$ cat config.mk
export PLATFORM = sky130hd
export DESIGN_NAME = keyed_pll_power_control
export DESIGN_NICKNAME = d
export VERILOG_FILES = /design/src/logic/core_clock_divider.v /design/src/logic/keyed_pll_power_control.v /design/src/logic/sync_two_flop.v
export VERILOG_INCLUDE_DIRS = /design/src /design/src/logic
export SDC_FILE = /design/constraint.sdc
export NUM_CORES = 1
export LEC_CHECK = 0
export BUFFER_PORTS_ARGS = -buffer_cell sky130_fd_sc_hd__buf_4
export CORE_MARGIN = 5
export CORE_UTILIZATION = 55
export DETAILED_ROUTE_END_ITERATION = 8
export PLACE_DENSITY_LB_ADDON = 0.12
export SLEW_MARGIN = 5
export SYNTH_ARGS = -nofsm -noshare
export SYNTH_HDL_FRONTEND = slang
export SYNTH_SLANG_ARGS = --single-unit
$ cat constraint.sdc
create_clock -name clk_in -period 3.15 [get_ports clk_in]
set_input_delay 0.1575 -clock clk_in [delete_from_list [all_inputs] [get_ports clk_in]]
set_output_delay 0.1575 -clock clk_in [all_outputs]
set_load 0.005 [all_outputs]
$ cat src/logic/keyed_pll_map.vh
// Register map, field positions, reset values and timing for PLL/power control.
`ifndef KEYED_PLL_MAP_VH
`define KEYED_PLL_MAP_VH

`define ADDR_PLL_LOCK_STATUS       32'hffff0400
`define ADDR_POWER_PREWRITE_KEY    32'hffff0404
`define ADDR_POWER_MODE_CONTROL    32'hffff0408
`define ADDR_POWER_POSTWRITE_KEY   32'hffff040c
`define ADDR_PLL_PREWRITE_KEY      32'hffff0410
`define ADDR_PLL_SOURCE_SELECT     32'hffff0414
`define ADDR_PLL_POSTWRITE_KEY     32'hffff0418

`define KEY_PLL_PRE                32'h000000aa
`define KEY_PLL_POST               32'h00000055
`define KEY_POWER_PRE              32'h00000001
`define KEY_POWER_POST             32'h000000f4

`define BIT_PLL_INT_FLAG           0
`define BIT_PLL_LOCKED             1
`define BIT_PLL_SOURCE             0
`define BIT_PLL_RUN                5
`define BIT_PRECISION_OSC_EN       8
`define POWER_MODE_WRITABLE        12'h038
`define POWER_MODE_DIVIDER_MSB     2

`define RESET_PLL_SOURCE_SELECT    8'h00
`define RESET_POWER_MODE_CONTROL   12'h079

`define PLL_SLOW_DIVIDE            7'd8
`define PLL_SLOW_DIVIDE_WIDTH      3

`endif

$ cat src/logic/core_clock_divider.v
// Core clock enable generator: divides by 2**code, or by eight while unlocked.
`include "keyed_pll_map.vh"
`timescale 1ns/100ps
module core_clock_divider (
  input  wire       clk_in,
  input  wire       nrst_in,
  input  wire [2:0] core_clock_divider_in,
  input  wire       locked_in,
  output reg        core_tick_out
);

  reg  [6:0] count_reg;
  wire [6:0] limit;

  // While unlocked the core runs from the slow fallback divide.
  assign limit = locked_in ? ((7'h01 << core_clock_divider_in) - 7'h01)
                           : (`PLL_SLOW_DIVIDE - 7'h01);

  always @(posedge clk_in or negedge nrst_in) begin
    if (!nrst_in) begin
      count_reg     <= 7'h00;
      core_tick_out <= 1'b0;
    end else if (count_reg >= limit) begin
      count_reg     <= 7'h00;
      core_tick_out <= 1'b1;
    end else begin
      count_reg     <= count_reg + 7'h01;
      core_tick_out <= 1'b0;
    end
  end

endmodule

$ cat src/logic/keyed_pll_power_control.v
// PLL lock status, keyed PLL source select and keyed power-mode control.
//
// Summary of operation
// - Lock bit high while PLL locked.
// - Lock bit low when unlocked; divide-by-8 core.
// - Lock falling edge sets sticky interrupt flag.
// - Writing one clears the flag; zero ignored.
// - Status is 8 bits, upper six reserved.
// - PLL prewrite key precedes source write.
// - PLL postwrite key follows source write.
// - Source bit 0 picks precision oscillator.
// - Source register 8 bits, resets to zero.
// - Power prewrite key precedes control write.
// - Power postwrite key follows control write.
// - Power control 12 bits, resets 0x079.
// - Bits 2-0 select core clock divider.
// - Bit 5 runs PLL; wake-up sets it, but a wake edge that meets an APB write access in the same cycle is dropped.
// - Bit 8 enables precision oscillator.
//
// Implementation choice: the APB register port.
`include "keyed_pll_map.vh"
`timescale 1ns/100ps
module keyed_pll_power_control (
  input  wire        clk_in,
  input  wire        nrst_in,
  input  wire        psel_in,
  input  wire        penable_in,
  input  wire        pwrite_in,
  input  wire [31:0] paddr_in,
  input  wire [31:0] pwdata_in,
  output reg  [31:0] prdata_out,
  output reg         pready_out,
  output reg         pslverr_out,
  input  wire        pll_locked_in,
  input  wire        wake_event_in,
  output reg         pll_source_precision_out,
  output reg         pll_run_out,
  output reg         precision_osc_en_out,
  output reg  [2:0]  core_clock_divider_out,
  output reg         core_locked_out,
  output wire        core_tick_out,
  output reg         pll_int_flag_out
);

  // ---------------------------------------------------------------
  // Key sequencer states
  // ---------------------------------------------------------------
  localparam ST_IDLE      = 2'b00;
  localparam ST_PRE_OK    = 2'b01;
  localparam ST_HELD      = 2'b10;

  reg  [1:0]  pll_state_reg;
  reg  [1:0]  pow_state_reg;
  reg  [7:0]  pll_source_reg;
  reg  [7:0]  pll_pending_reg;
  reg  [11:0] power_mode_reg;
  reg  [11:0] power_pending_reg;
  reg         int_flag_reg;
  reg         lock_prev_reg;
  reg         wake_prev_reg;
  wire        lock_sync;
  wire        wake_sync;
  wire        wr_access;
  wire        rd_access;
  wire        addr_known;

  // ---------------------------------------------------------------
  // Input synchronisers and core clock divider
  // ---------------------------------------------------------------
  sync_two_flop lock_sync_u (
    .clk_in  (clk_in),
    .nrst_in (nrst_in),
    .d_in    (pll_locked_in),
    .q_out   (lock_sync)
  );

  sync_two_flop wake_sync_u (
    .clk_in  (clk_in),
    .nrst_in (nrst_in),
    .d_in    (wake_event_in),
    .q_out   (wake_sync)
  );

  core_clock_divider divider_u (
    .clk_in                (clk_in),
    .nrst_in               (nrst_in),
    .core_clock_divider_in (power_mode_reg[`POWER_MODE_DIVIDER_MSB:0]),
    .locked_in             (lock_sync),
    .core_tick_out         (core_tick_out)
  );

  // ---------------------------------------------------------------
  // Bus decode
  // ---------------------------------------------------------------
  function is_addr;
    input [31:0] a;
    input [31:0] b;
    begin
      is_addr = (a == b);
    end
  endfunction

  assign wr_access = psel_in & penable_in & pwrite_in;
  assign rd_access = psel_in & ~penable_in & ~pwrite_in;
  assign addr_known = is_addr(paddr_in, `ADDR_PLL_LOCK_STATUS) |
                      is_addr(paddr_in, `ADDR_POWER_PREWRITE_KEY) |
                      is_addr(paddr_in, `ADDR_POWER_MODE_CONTROL) |
                      is_addr(paddr_in, `ADDR_POWER_POSTWRITE_KEY) |
                      is_addr(paddr_in, `ADDR_PLL_PREWRITE_KEY) |
                      is_addr(paddr_in, `ADDR_PLL_SOURCE_SELECT) |
                      is_addr(paddr_in, `ADDR_PLL_POSTWRITE_KEY);

  // Zero-wait slave: ready and error are valid in every access phase.
  always @(posedge clk_in or negedge nrst_in) begin
    if (!nrst_in) begin
      pready_out  <= 1'b0;
      pslverr_out <= 1'b0;
      prdata_out  <= 32'h00000000;
    end else begin
      pready_out  <= psel_in & ~penable_in;
      pslverr_out <= psel_in & ~penable_in & ~addr_known;
      if (rd_access) begin
        if (is_addr(paddr_in, `ADDR_PLL_LOCK_STATUS))
          prdata_out <= {30'h00000000, lock_sync, int_flag_reg};
        else if (is_addr(paddr_in, `ADDR_POWER_MODE_CONTROL))
          prdata_out <= {20'h00000, power_mode_reg};
        else if (is_addr(paddr_in, `ADDR_PLL_SOURCE_SELECT))
          prdata_out <= {24'h000000, pll_source_reg};
        else
          prdata_out <= 32'h00000000;
      end
    end
  end

  // ---------------------------------------------------------------
  // Lock status and sticky interrupt flag
  // ---------------------------------------------------------------
  always @(posedge clk_in or negedge nrst_in) begin
    if (!nrst_in) begin
      lock_prev_reg <= 1'b0;
      int_flag_reg  <= 1'b0;
    end else begin
      lock_prev_reg <= lock_sync;
      // A falling edge of lock outranks a same-cycle clear.
      if (lock_prev_reg & ~lock_sync)
        int_flag_reg <= 1'b1;
      else if (wr_access & pready_out &
               is_addr(paddr_in, `ADDR_PLL_LOCK_STATUS) &
               pwdata_in[`BIT_PLL_INT_FLAG])
        int_flag_reg <= 1'b0;
    end
  end

  // ---------------------------------------------------------------
  // Keyed PLL source select
  // ---------------------------------------------------------------
  // Any other write between the keys aborts the sequence.
  always @(posedge clk_in or negedge nrst_in) begin
    if (!nrst_in) begin
      pll_state_reg   <= ST_IDLE;
      pll_source_reg  <= `RESET_PLL_SOURCE_SELECT;
      pll_pending_reg <= 8'h00;
    end else if (wr_access & pready_out) begin
      case (pll_state_reg)
        ST_IDLE: begin
          if (is_addr(paddr_in, `ADDR_PLL_PREWRITE_KEY) &
              pwdata_in == `KEY_PLL_PRE)
            pll_state_reg <= ST_PRE_OK;
        end
        ST_PRE_OK: begin
          if (is_addr(paddr_in, `ADDR_PLL_SOURCE_SELECT)) begin
            pll_pending_reg <= pwdata_in[7:0];
            pll_state_reg   <= ST_HELD;
          end else begin
            pll_state_reg <= ST_IDLE;
          end
        end
        ST_HELD: begin
          if (is_addr(paddr_in, `ADDR_PLL_POSTWRITE_KEY) &
              pwdata_in == `KEY_PLL_POST)
            pll_source_reg <= pll_pending_reg;
          pll_state_reg <= ST_IDLE;
        end
        default: begin
          pll_state_reg <= ST_IDLE;
        end
      endcase
    end
  end

  // ---------------------------------------------------------------
  // Keyed power-mode control
  // ---------------------------------------------------------------
  always @(posedge clk_in or negedge nrst_in) begin
    if (!nrst_in) begin
      pow_state_reg     <= ST_IDLE;
      power_mode_reg    <= `RESET_POWER_MODE_CONTROL;
      power_pending_reg <= 12'h000;
      wake_prev_reg     <= 1'b0;
    end else begin
      wake_prev_reg <= wake_sync;
      if (wr_access & pready_out) begin
        case (pow_state_reg)
          ST_IDLE: begin
            if (is_addr(paddr_in, `ADDR_POWER_PREWRITE_KEY) &
                pwdata_in == `KEY_POWER_PRE)
              pow_state_reg <= ST_PRE_OK;
          end
          ST_PRE_OK: begin
            if (is_addr(paddr_in, `ADDR_POWER_MODE_CONTROL)) begin
              power_pending_reg <= pwdata_in[11:0];
              pow_state_reg     <= ST_HELD;
            end else begin
              pow_state_reg <= ST_IDLE;
            end
          end
          ST_HELD: begin
            if (is_addr(paddr_in, `ADDR_POWER_POSTWRITE_KEY) &
                pwdata_in == `KEY_POWER_POST)
              power_mode_reg <= power_pending_reg;
            pow_state_reg <= ST_IDLE;
          end
          default: begin
            pow_state_reg <= ST_IDLE;
          end
        endcase
      end else if (wake_sync & ~wake_prev_reg) begin
        // Wake-up restores the PLL, peripheral and core run bits.
        power_mode_reg <= power_mode_reg | `POWER_MODE_WRITABLE;
      end
    end
  end

  // ---------------------------------------------------------------
  // Registered control outputs
  // ---------------------------------------------------------------
  always @(posedge clk_in or negedge nrst_in) begin
    if (!nrst_in) begin
      pll_source_precision_out <= 1'b0;
      pll_run_out              <= 1'b1;
      precision_osc_en_out     <= 1'b0;
      core_clock_divider_out   <= 3'h1;
      core_locked_out          <= 1'b0;
      pll_int_flag_out         <= 1'b0;
    end else begin
      pll_source_precision_out <= pll_source_reg[`BIT_PLL_SOURCE];
      pll_run_out              <= power_mode_reg[`BIT_PLL_RUN];
      precision_osc_en_out     <= power_mode_reg[`BIT_PRECISION_OSC_EN];
      core_clock_divider_out   <= power_mode_reg[2:0];
      core_locked_out          <= lock_sync;
      pll_int_flag_out         <= int_flag_reg;
    end
  end

endmodule

$ cat src/logic/sync_two_flop.v
// Two flip-flop synchroniser for a single level input.
`timescale 1ns/100ps
module sync_two_flop (
  input  wire clk_in,
  input  wire nrst_in,
  input  wire d_in,
  output wire q_out
);

  reg meta_reg;
  reg sync_reg;

  always @(posedge clk_in or negedge nrst_in) begin
    if (!nrst_in) begin
      meta_reg <= 1'b0;
      sync_reg <= 1'b0;
    end else begin
      meta_reg <= d_in;
      sync_reg <= meta_reg;
    end
  end

  assign q_out = sync_reg;

endmodule
* Word level (Yosys, flattened, before mapping)
Index checks and enable logic that the tools add are counted.
Cells by class: $add $sub $neg 2, magnitude comparators 1, equality and inequality tests 19, shift operators 1, multiplexer cells 18, bitwise logic cells 25, reductions and logical operators 11
Operators with widths (count):
- 32-bit equality test, second input constant | 7
- 32-bit by 8-bit equality test with 1-bit output, second input constant | 2
- 12-bit 2-to-1 mux | 5
- 32-bit by 1-bit equality test with 1-bit output, second input constant | 1
- 32-bit by 7-bit equality test with 1-bit output, second input constant | 1
- 3-bit AND reduction | 5
- 1-bit bitwise AND | 14
- 7-bit 2-to-1 mux | 2
- 2-bit 2-to-1 mux | 4
- 8-bit 2-to-1 mux | 1
- 2-bit one-hot mux with 2 select lines | 2
- 7-bit by 1-bit adder with 7-bit output, second input constant | 1
- 7-bit >= comparator | 1
- 1-bit by 3-bit left shift with 7-bit output, first input constant | 1
- 7-bit by 1-bit subtractor with 7-bit output, second input constant | 1
- 6-bit 2-to-1 mux | 1
- 1-bit OR | 6
- 1-bit inverter | 5
- 2-bit by 1-bit equality test with 1-bit output, second input constant | 2
- 2-bit equality test, second input constant | 2
- 2-bit zero test | 2
- 2-bit by 1-bit inequality test with 1-bit output, second input constant | 2
- 2-bit inequality test, second input constant | 2
- 2-bit AND reduction | 2
- other kinds (2) | 5
Word-level totals: register bits 100, input bits 71, output and inout port bits 43, word-level logic and storage cells 101

* Logic depth before layout (Yosys ltp)
Gate-level depths: netlist (run 1).
depth in word-level cells 9, mapped depth 8, depth with buffers taken out 8

* Cells and area by module
Synthesis (run 1) repeated with hierarchy kept, for this count alone.
Second synthesis, totals: cell total of the unflattened synthesis 312, area, all modules 3699.8 um^2
By module, submodules not included:
- keyed_pll_power_control | instances 1, cells an instance 252, area an instance 3056.7 um^2, seq. area each 1710.4 um^2
- core_clock_divider | instances 1, cells an instance 56, area an instance 543.0 um^2, seq. area each 200.2 um^2
- sync_two_flop | instances 2, cells an instance 2, area an instance 50.0 um^2, seq. area each 50.0 um^2

* Worst setup path after synthesis (run 1)
Ideal clock, no wire load.
path type reg2reg, start register power_mode_reg[2], end register divider_u.count_reg[2], setup time 0.077 ns, arrival 1.989 ns, required time 3.073 ns, slack 1.083 ns, stages on the path, launching flop included 9, buffers on the path 0, period minus slack after synthesis 2.067 ns, path through dfrtp_1 -> nand2b_1 -> or3_1 -> ha_1 -> nand2b_1 -> a21o_1 -> a21o_1 -> a21o_1 -> a21oi_1
On the way: longest elaborated chain between the ends 5
RTL lines:
- from (decl) | RTL line keyed_pll_power_control.v:56 | reg [11:0] power_mode_reg;
- from (signal assigned) | RTL line keyed_pll_power_control.v:197 | power_mode_reg <= `RESET_POWER_MODE_CONTROL;
- from (signal assigned) | RTL line keyed_pll_power_control.v:220 | power_mode_reg <= power_pending_reg;
- from (signal assigned) | RTL line keyed_pll_power_control.v:229 | power_mode_reg <= power_mode_reg | `POWER_MODE_WRITABLE;
- 1-bit by 3-bit left shift with 7-bit output | RTL line core_clock_divider.v:16 | assign limit = locked_in ? ((7'h01 << core_clock_divider_in) - 7'h01)
- 7-bit by 1-bit subtractor with 7-bit output | RTL line core_clock_divider.v:16
- 7-bit 2-to-1 mux | RTL line core_clock_divider.v:16
- 7-bit >= comparator | RTL line core_clock_divider.v:23 | end else if (count_reg >= limit) begin
- 7-bit 2-to-1 mux | RTL line core_clock_divider.v:23
- to (signal assigned) | RTL line core_clock_divider.v:27 | count_reg <= count_reg + 7'h01;
- to (decl) | RTL line core_clock_divider.v:12 | reg [6:0] count_reg;
No other way between the ends. A chain may end at the register's enable or synchronous reset.

* Worst setup path in the final report (run 1)
start register pready_out, end register power_mode_reg[7]
On the way: longest elaborated chain between the ends 2
RTL lines:
- from (decl) | RTL line keyed_pll_power_control.v:32 | output reg pready_out,
- from (signal assigned) | RTL line keyed_pll_power_control.v:120 | pready_out <= psel_in & ~penable_in;
- 1-bit bitwise AND | RTL line keyed_pll_power_control.v:202 | if (wr_access & pready_out) begin
- 3-bit AND reduction (no line)
No other way between the ends.

==> run summary, run 1 <==
DRT iter0 DRCs: 149
Post-DP HPWL: 6160 um
Critical path class: flop to flop
Die Ht: 92.1 um
Synth Area per Inst: 11.6 um2
1st-pass router iterations: 4
Hold Fails Final Rpt: 30
RSZ-0062 raised after global routing: no
GRT overflow: 0
Leakage: 2.29 nW
Power density cells: 460 mW/mm2
Data arrival time of the worst path: 2590 ps
Core ar.: 0.00668 mm2
Max Fanout on Critical Path: 12
Slew headroom: 34.5%
Area contributors post-synth: dfrtp_1 49%, mux2_2 12%, dfstp_2 5.0%
Share of cells above drive strength 1: 38.0%
Clock skew: 2.92 ps
Wire per inst: 16.7 um
Total routed wirelength: 8420 um
Post-Synthesis Cells: 321
Setup Total Neg Slack: 0 ps
Yosys cell types: 42
CTS tree: yes
Final Cycle Share: 75.3%
TritonCTS buffer count: 9
Worst Hold Class: primary input to async pin
Startpoint class of the critical path: flop
Clock tree sinks: 80
First-pass GRT wire length: 13800 um
Die Wd: 92.1 um
Slew Viols, Final: 0
Max-cap check violation count: 0
Clk slew on worst S/H paths: 70 ps
Final GP Congestion: 0.829
Vias in the first global route: 2807
Most common cell after layout, fill and taps aside: buf_4
Setup crit end kind: flop
Clock root cell: clkbuf_8
Largest net degree at the start of global routing: 81
Synthesized cell area: 0.00371 mm2
Share of the synthesized area in the top cell type: 49.2%
Total number of yosys warnings: 0
Status: finished, violations left
Clk buf depth: 2
Layout area overhead: 24.4%
Die area: 0.00849 mm2
Detail Route Antenna Nets: 0
Failing checks: hold timing
Fill cells: 532
Period minus WS final: 2370 ps
Worst Tran Pin Value: 982 ps
Most frequent cells in the layout: 94 x buf_4, 73 x dfrtp_1, 40 x mux2_2, 34 x nand2_1, 20 x conb_1
H-tree lvl count: 3
Initial Util: 55.5%
Vias per std cell: 5.48
Synthesis-stage register bit count: 80
Hold Slack: -22.0 ps
I/O pins: 114
Final setup violation count: 0
Clock Latency Late Sink: 340 ps
Tot GR Track Use: 20.7%
Post-synthesis sequential area ratio: 54.2%
Port Buffers: 93
CP required: 3370 ps
Final Power: 2.12 mW
Multi-input gate area: 0.00156 mm2
Row cnt: 30
Post_cts resized: 0
Vias: 2764
Fmax: 422 MHz
Diode count: 0
Antenna violations before repair: 0
DRC Markers: 0
Biggest area consumer among synthesized cells: dfrtp_1
Post-layout util: 69.1%
Register area: 0.00201 mm2
Final nets: 498
VDD IR-drop max: 363 uV
-- where the power goes --
| part | internal [mW] | switching (mW) |
|---|---|---|
| clock | 0.411 | 0.340 |
| combinational | 0.145 | 0.142 |
| sequential | 1.06 | 0.0274 |
-- cells in the mapped netlist, drive strengths merged --
library cell  count
dfrtp            73
mux2             40
nand2            34
buf              25
o21ai            15
a21oi            12
nand4            11
nor4             11
nor2             10
nand2b            9
nand3             9
ha                8
nor3              8
dfstp             7
a22oi             6
a21o              5
and3              5
inv               4
xnor2             4
clkbuf            3
and4              2
mux2i             2
nand3b            2
nor3b             2
o31ai             2
or3               2
and3b             1
conb              1
nor2b             1
nor4b             1
nor4bb            1
o211a             1
o211ai            1
or3b              1
or4               1
xor2              1
-- per-layer routing --
metal | part of all wire [%] | track usage [%] | up-vias
li1 | - | - | 1311
met1 | 43 | 27.3 | 1348
met2 | 49 | 33.9 | 95
met3 | 7.1 | 5.00 | 10
met4 | 1.1 | 6.56 | 0
met5 | 0 | 0 | -
-- critical path, cell delays in order (launching register included) --
cell,delay (ps)
dfrtp_1,370
nand4_2,270
nand3b_1,270
nor3_2,190
nand4_1,630
mux2_2,520
-- final timing paths --
kind	startpoint	end	slack, ps	depth (start not counted)
setup / recovery	pready_out	power_mode_reg[7]	780	5
hold / removal	nrst_in	wake_sync_u.meta_reg	-20	1
setup reg to reg	pready_out	power_mode_reg[7]	780	5
hold reg to reg	lock_sync_u.meta_reg	lock_sync_u.q_out	350	0
max in group asynchronous	nrst_in	prdata_out[0]	2540	1
min in group clk_in	pwdata_in[9]	power_pending_reg[9]	70	2
-- layout make-up --
cell class	instances	area share, %
clock buffer	14	3.52
clock inverter	2	0.813
inverter	4	0.325
multi-input combinational	228	33.9
sequential	80	43.6
tap	80	2.17
timing repair buffer	96	15.7
-- repair_timing --
action / CTS / global route
hold buffers: 2 / 0
buffers inserted: 0 / 0
hold endpoints to repair: 2 / 0
-- cell families (layout without fill, tap and decap cells) --
kind of cell | Yosys count | count (layout) | share of synthesized area (%)
muxes | 42 | 42 | 12.7
other | 1 | 20 | 0.101
buffers and inverters | 32 | 116 | 5.56
and+or+nand+nor | 111 | 111 | 16.8
DFF | 80 | 80 | 54.2
xor gates and xnor gates | 5 | 5 | 1.18
AOI/OAI and AO/OA | 42 | 42 | 6.75
adders and majority gates | 8 | 8 | 2.70
-- stage by stage --
| stage | setup slack [ps] | cell area [um2] | std cells | hold WS (ps) |
|---|---|---|---|---|
| CTS | 789 | 4620 | 504 | 15.2 |
| finish | 779 | 4620 | 504 | -22.0 |
| detailed placement | 778 | 4400 | 486 | 268 |
| global placement | 869 | 4400 | 486 | 267 |
| global route | 654 | 4620 | 504 | 40.3 |
| floorplan | 1080 | 3780 | 340 | -138 |
(Power assumes the default switching activity.)
==> run 2, diff against run 1 <==
--- a/config.mk
+++ b/config.mk
@@ -8,7 +8,7 @@
 export LEC_CHECK = 0
 export BUFFER_PORTS_ARGS = -buffer_cell sky130_fd_sc_hd__buf_4
 export CORE_MARGIN = 5
-export CORE_UTILIZATION = 55
+export CORE_UTILIZATION = 51
 export DETAILED_ROUTE_END_ITERATION = 8
 export PLACE_DENSITY_LB_ADDON = 0.12
 export SLEW_MARGIN = 5
==> constraint.sdc (replaced) <==
create_clock -name clk_in -period 2.25 [get_ports clk_in]
set_input_delay 0.1125 -clock clk_in [delete_from_list [all_inputs] [get_ports clk_in]]
set_output_delay 0.1125 -clock clk_in [all_outputs]
set_load 0.005 [all_outputs]
==> run 2 against run 1 <==
Compared with the run above:
- the run now ends clean
- die area is 7.0% higher
- global-route usage down 0.087 points
- register-to-register slack lost 650 ps
- sequential cell count unchanged
- combinational power is 58% higher
- via count is 3.7% higher
- core utilization shrank 2.2 points
- worst hold slack better by 44 ps
- cell count grew 7.3%
- sequential power increased by 39%
- cell area grew 4.0%
==> run summary, run 2 (synthesis results as in run 1) <==
CP peak stage delay: 380 ps
Vias per std cell: 5.30
Clk buf depth: 2
Setup Total Neg Slack: 0 ps
Final Cycle Share: 94.4%
Data arrival time of the worst path: 2390 ps
H-tree lvl count: 3
Vias: 2867
Worst Setup EP: divider_u.count_reg[3]
Max-cap check violation count: 0
Hold Fails Final Rpt: 0
Slew Viols, Final: 0
First-pass GRT wire length: 14100 um
CP delay by family, top: compound AO/OA/AOI/OAI gates
Levels on crit path: 8
Status: complete, no violations
Final nets: 516
DRT iter0 DRCs: 107
RSZ-0062 raised after global routing: no
Register area: 0.00201 mm2
Max Fanout on Critical Path: 6
Share of cells above drive strength 1: 40.5%
Vias in the first global route: 2860
Port Buffers: 93
Clock tree sinks: 80
Clock Latency Late Sink: 340 ps
Worst Hold Class: primary input to flop
Slowest CP cell: dfrtp_1
Buf/Inv on CP: 0
Antenna violations before repair: 0
Startpoint class of the critical path: flop
Wire per inst: 16.4 um
Slew headroom: 61.1%
DRC Markers: 0
Total routed wirelength: 8890 um
1st-pass router iterations: 4
Post-DP HPWL: 6640 um
Final GP Congestion: 0.864
VDD IR-drop max: 393 uV
Setup crit end kind: flop
Most common cell after layout, fill and taps aside: buf_4
Detail Route Antenna Nets: 0
Diode count: 0
Die Wd: 95.3 um
CP required: 2520 ps
Die area: 0.00908 mm2
Internal reg-to-reg setup slack: 130 ps
Initial Util: 51.7%
Worst r2r src: power_mode_reg[2]
FF-to-FF path depth: 8
Fmax: 471 MHz
Fill cells: 554
Clock skew: 6.39 ps
Leakage: 2.38 nW
Final Power: 3.10 mW
Clock root cell: clkbuf_8
Most frequent cells in the layout: 109 x buf_4, 73 x dfrtp_1, 40 x mux2_2, 34 x nand2_1, 20 x conb_1
Clk slew on worst S/H paths: 80 ps
Multi-input gate area: 0.00157 mm2
TritonCTS buffer count: 9
Die Ht: 95.3 um
Row cnt: 31
CTS tree: yes
Period minus WS final: 2120 ps
Worst Tran Pin Value: 584 ps
Core ar.: 0.00718 mm2
Layout area overhead: 29.4%
Power density cells: 646 mW/mm2
Critical path, cell by cell: nand2b_1, or3_1, ha_1, nand2b_1, a21o_1, a21o_1, a21o_4, a21oi_1
Final setup violation count: 0
I/O pins: 114
Largest net degree at the start of global routing: 47
GRT overflow: 0
Reg2reg end: divider_u.count_reg[3]
Worst setup path start: power_mode_reg[2]
Critical path class: flop to flop
Tot GR Track Use: 20.6%
[run 2: timing repair]
| action | CTS | global route |
|---|---|---|
| hold buffers | 4 | 1 |
| resized for setup | 0 | 1 |
| hold endpoints to repair | 40 | 1 |
| buffers inserted | 0 | 0 |
| endpoints found under the setup margin | 0 | 6 |
[run 2: metrics by stage]
step	util [%]	std cells	setup WS, ps	hold WS (ps)	instance area, um2
after global routing	66.9	541	11.1	6.20	4800
after detailed placement	63.2	520	107	149	4530
after CTS	66.7	540	87.2	1.12	4780
after floorplan	-	340	183	-183	3780
after global placement	63.2	520	182	147	4530
final	66.9	541	125	21.8	4800
[run 2: metal layers]
| layer | up-vias | routed length, um | track usage [%] |
|---|---|---|---|
| li1 | 1354 | - | - |
| met1 | 1397 | 3770 | 27.1 |
| met2 | 107 | 4260 | 33.7 |
| met3 | 9 | 741 | 5.60 |
| met4 | 0 | 121 | 5.77 |
| met5 | - | 0 | 0 |
[run 2: layout make-up]
| cell class | instances | area share (%) |
|---|---|---|
| multi-input combinational | 228 | 32.7 |
| tap | 99 | 2.58 |
| timing repair buffer | 114 | 18.1 |
| inverter | 4 | 0.313 |
| sequential | 80 | 41.9 |
| clock buffer | 10 | 2.66 |
| clock inverter | 6 | 1.75 |
[run 2: how the worst min path moves through the flow]
stage                             start                         to  slack, ps  cells past startpoint
after global routing       pwdata_in[1]       power_pending_reg[1]          6                      2
after CTS                 pwdata_in[10]      power_pending_reg[10]          1                      2
final                      pwdata_in[9]       power_pending_reg[9]         20                      2
after detailed placement        nrst_in       wake_sync_u.meta_reg        150                      1
after global placement          nrst_in              prdata_out[7]        150                      1
after floorplan                 nrst_in  core_clock_divider_out[1]       -180                      0
[run 2: report_power, final]
| group | switching [mW] | internal (mW) |
|---|---|---|
| sequential | 0.0361 | 1.48 |
| combinational | 0.223 | 0.230 |
| clock | 0.505 | 0.621 |
[run 2: worst register-to-register path, stage by stage (launching register included)]
cell and delay, ps:
dfrtp_1 380, nand2b_1 170, or3_1 320, ha_1 290, nand2b_1 140, a21o_1 170
a21o_1 200, a21o_4 230, a21oi_1 150
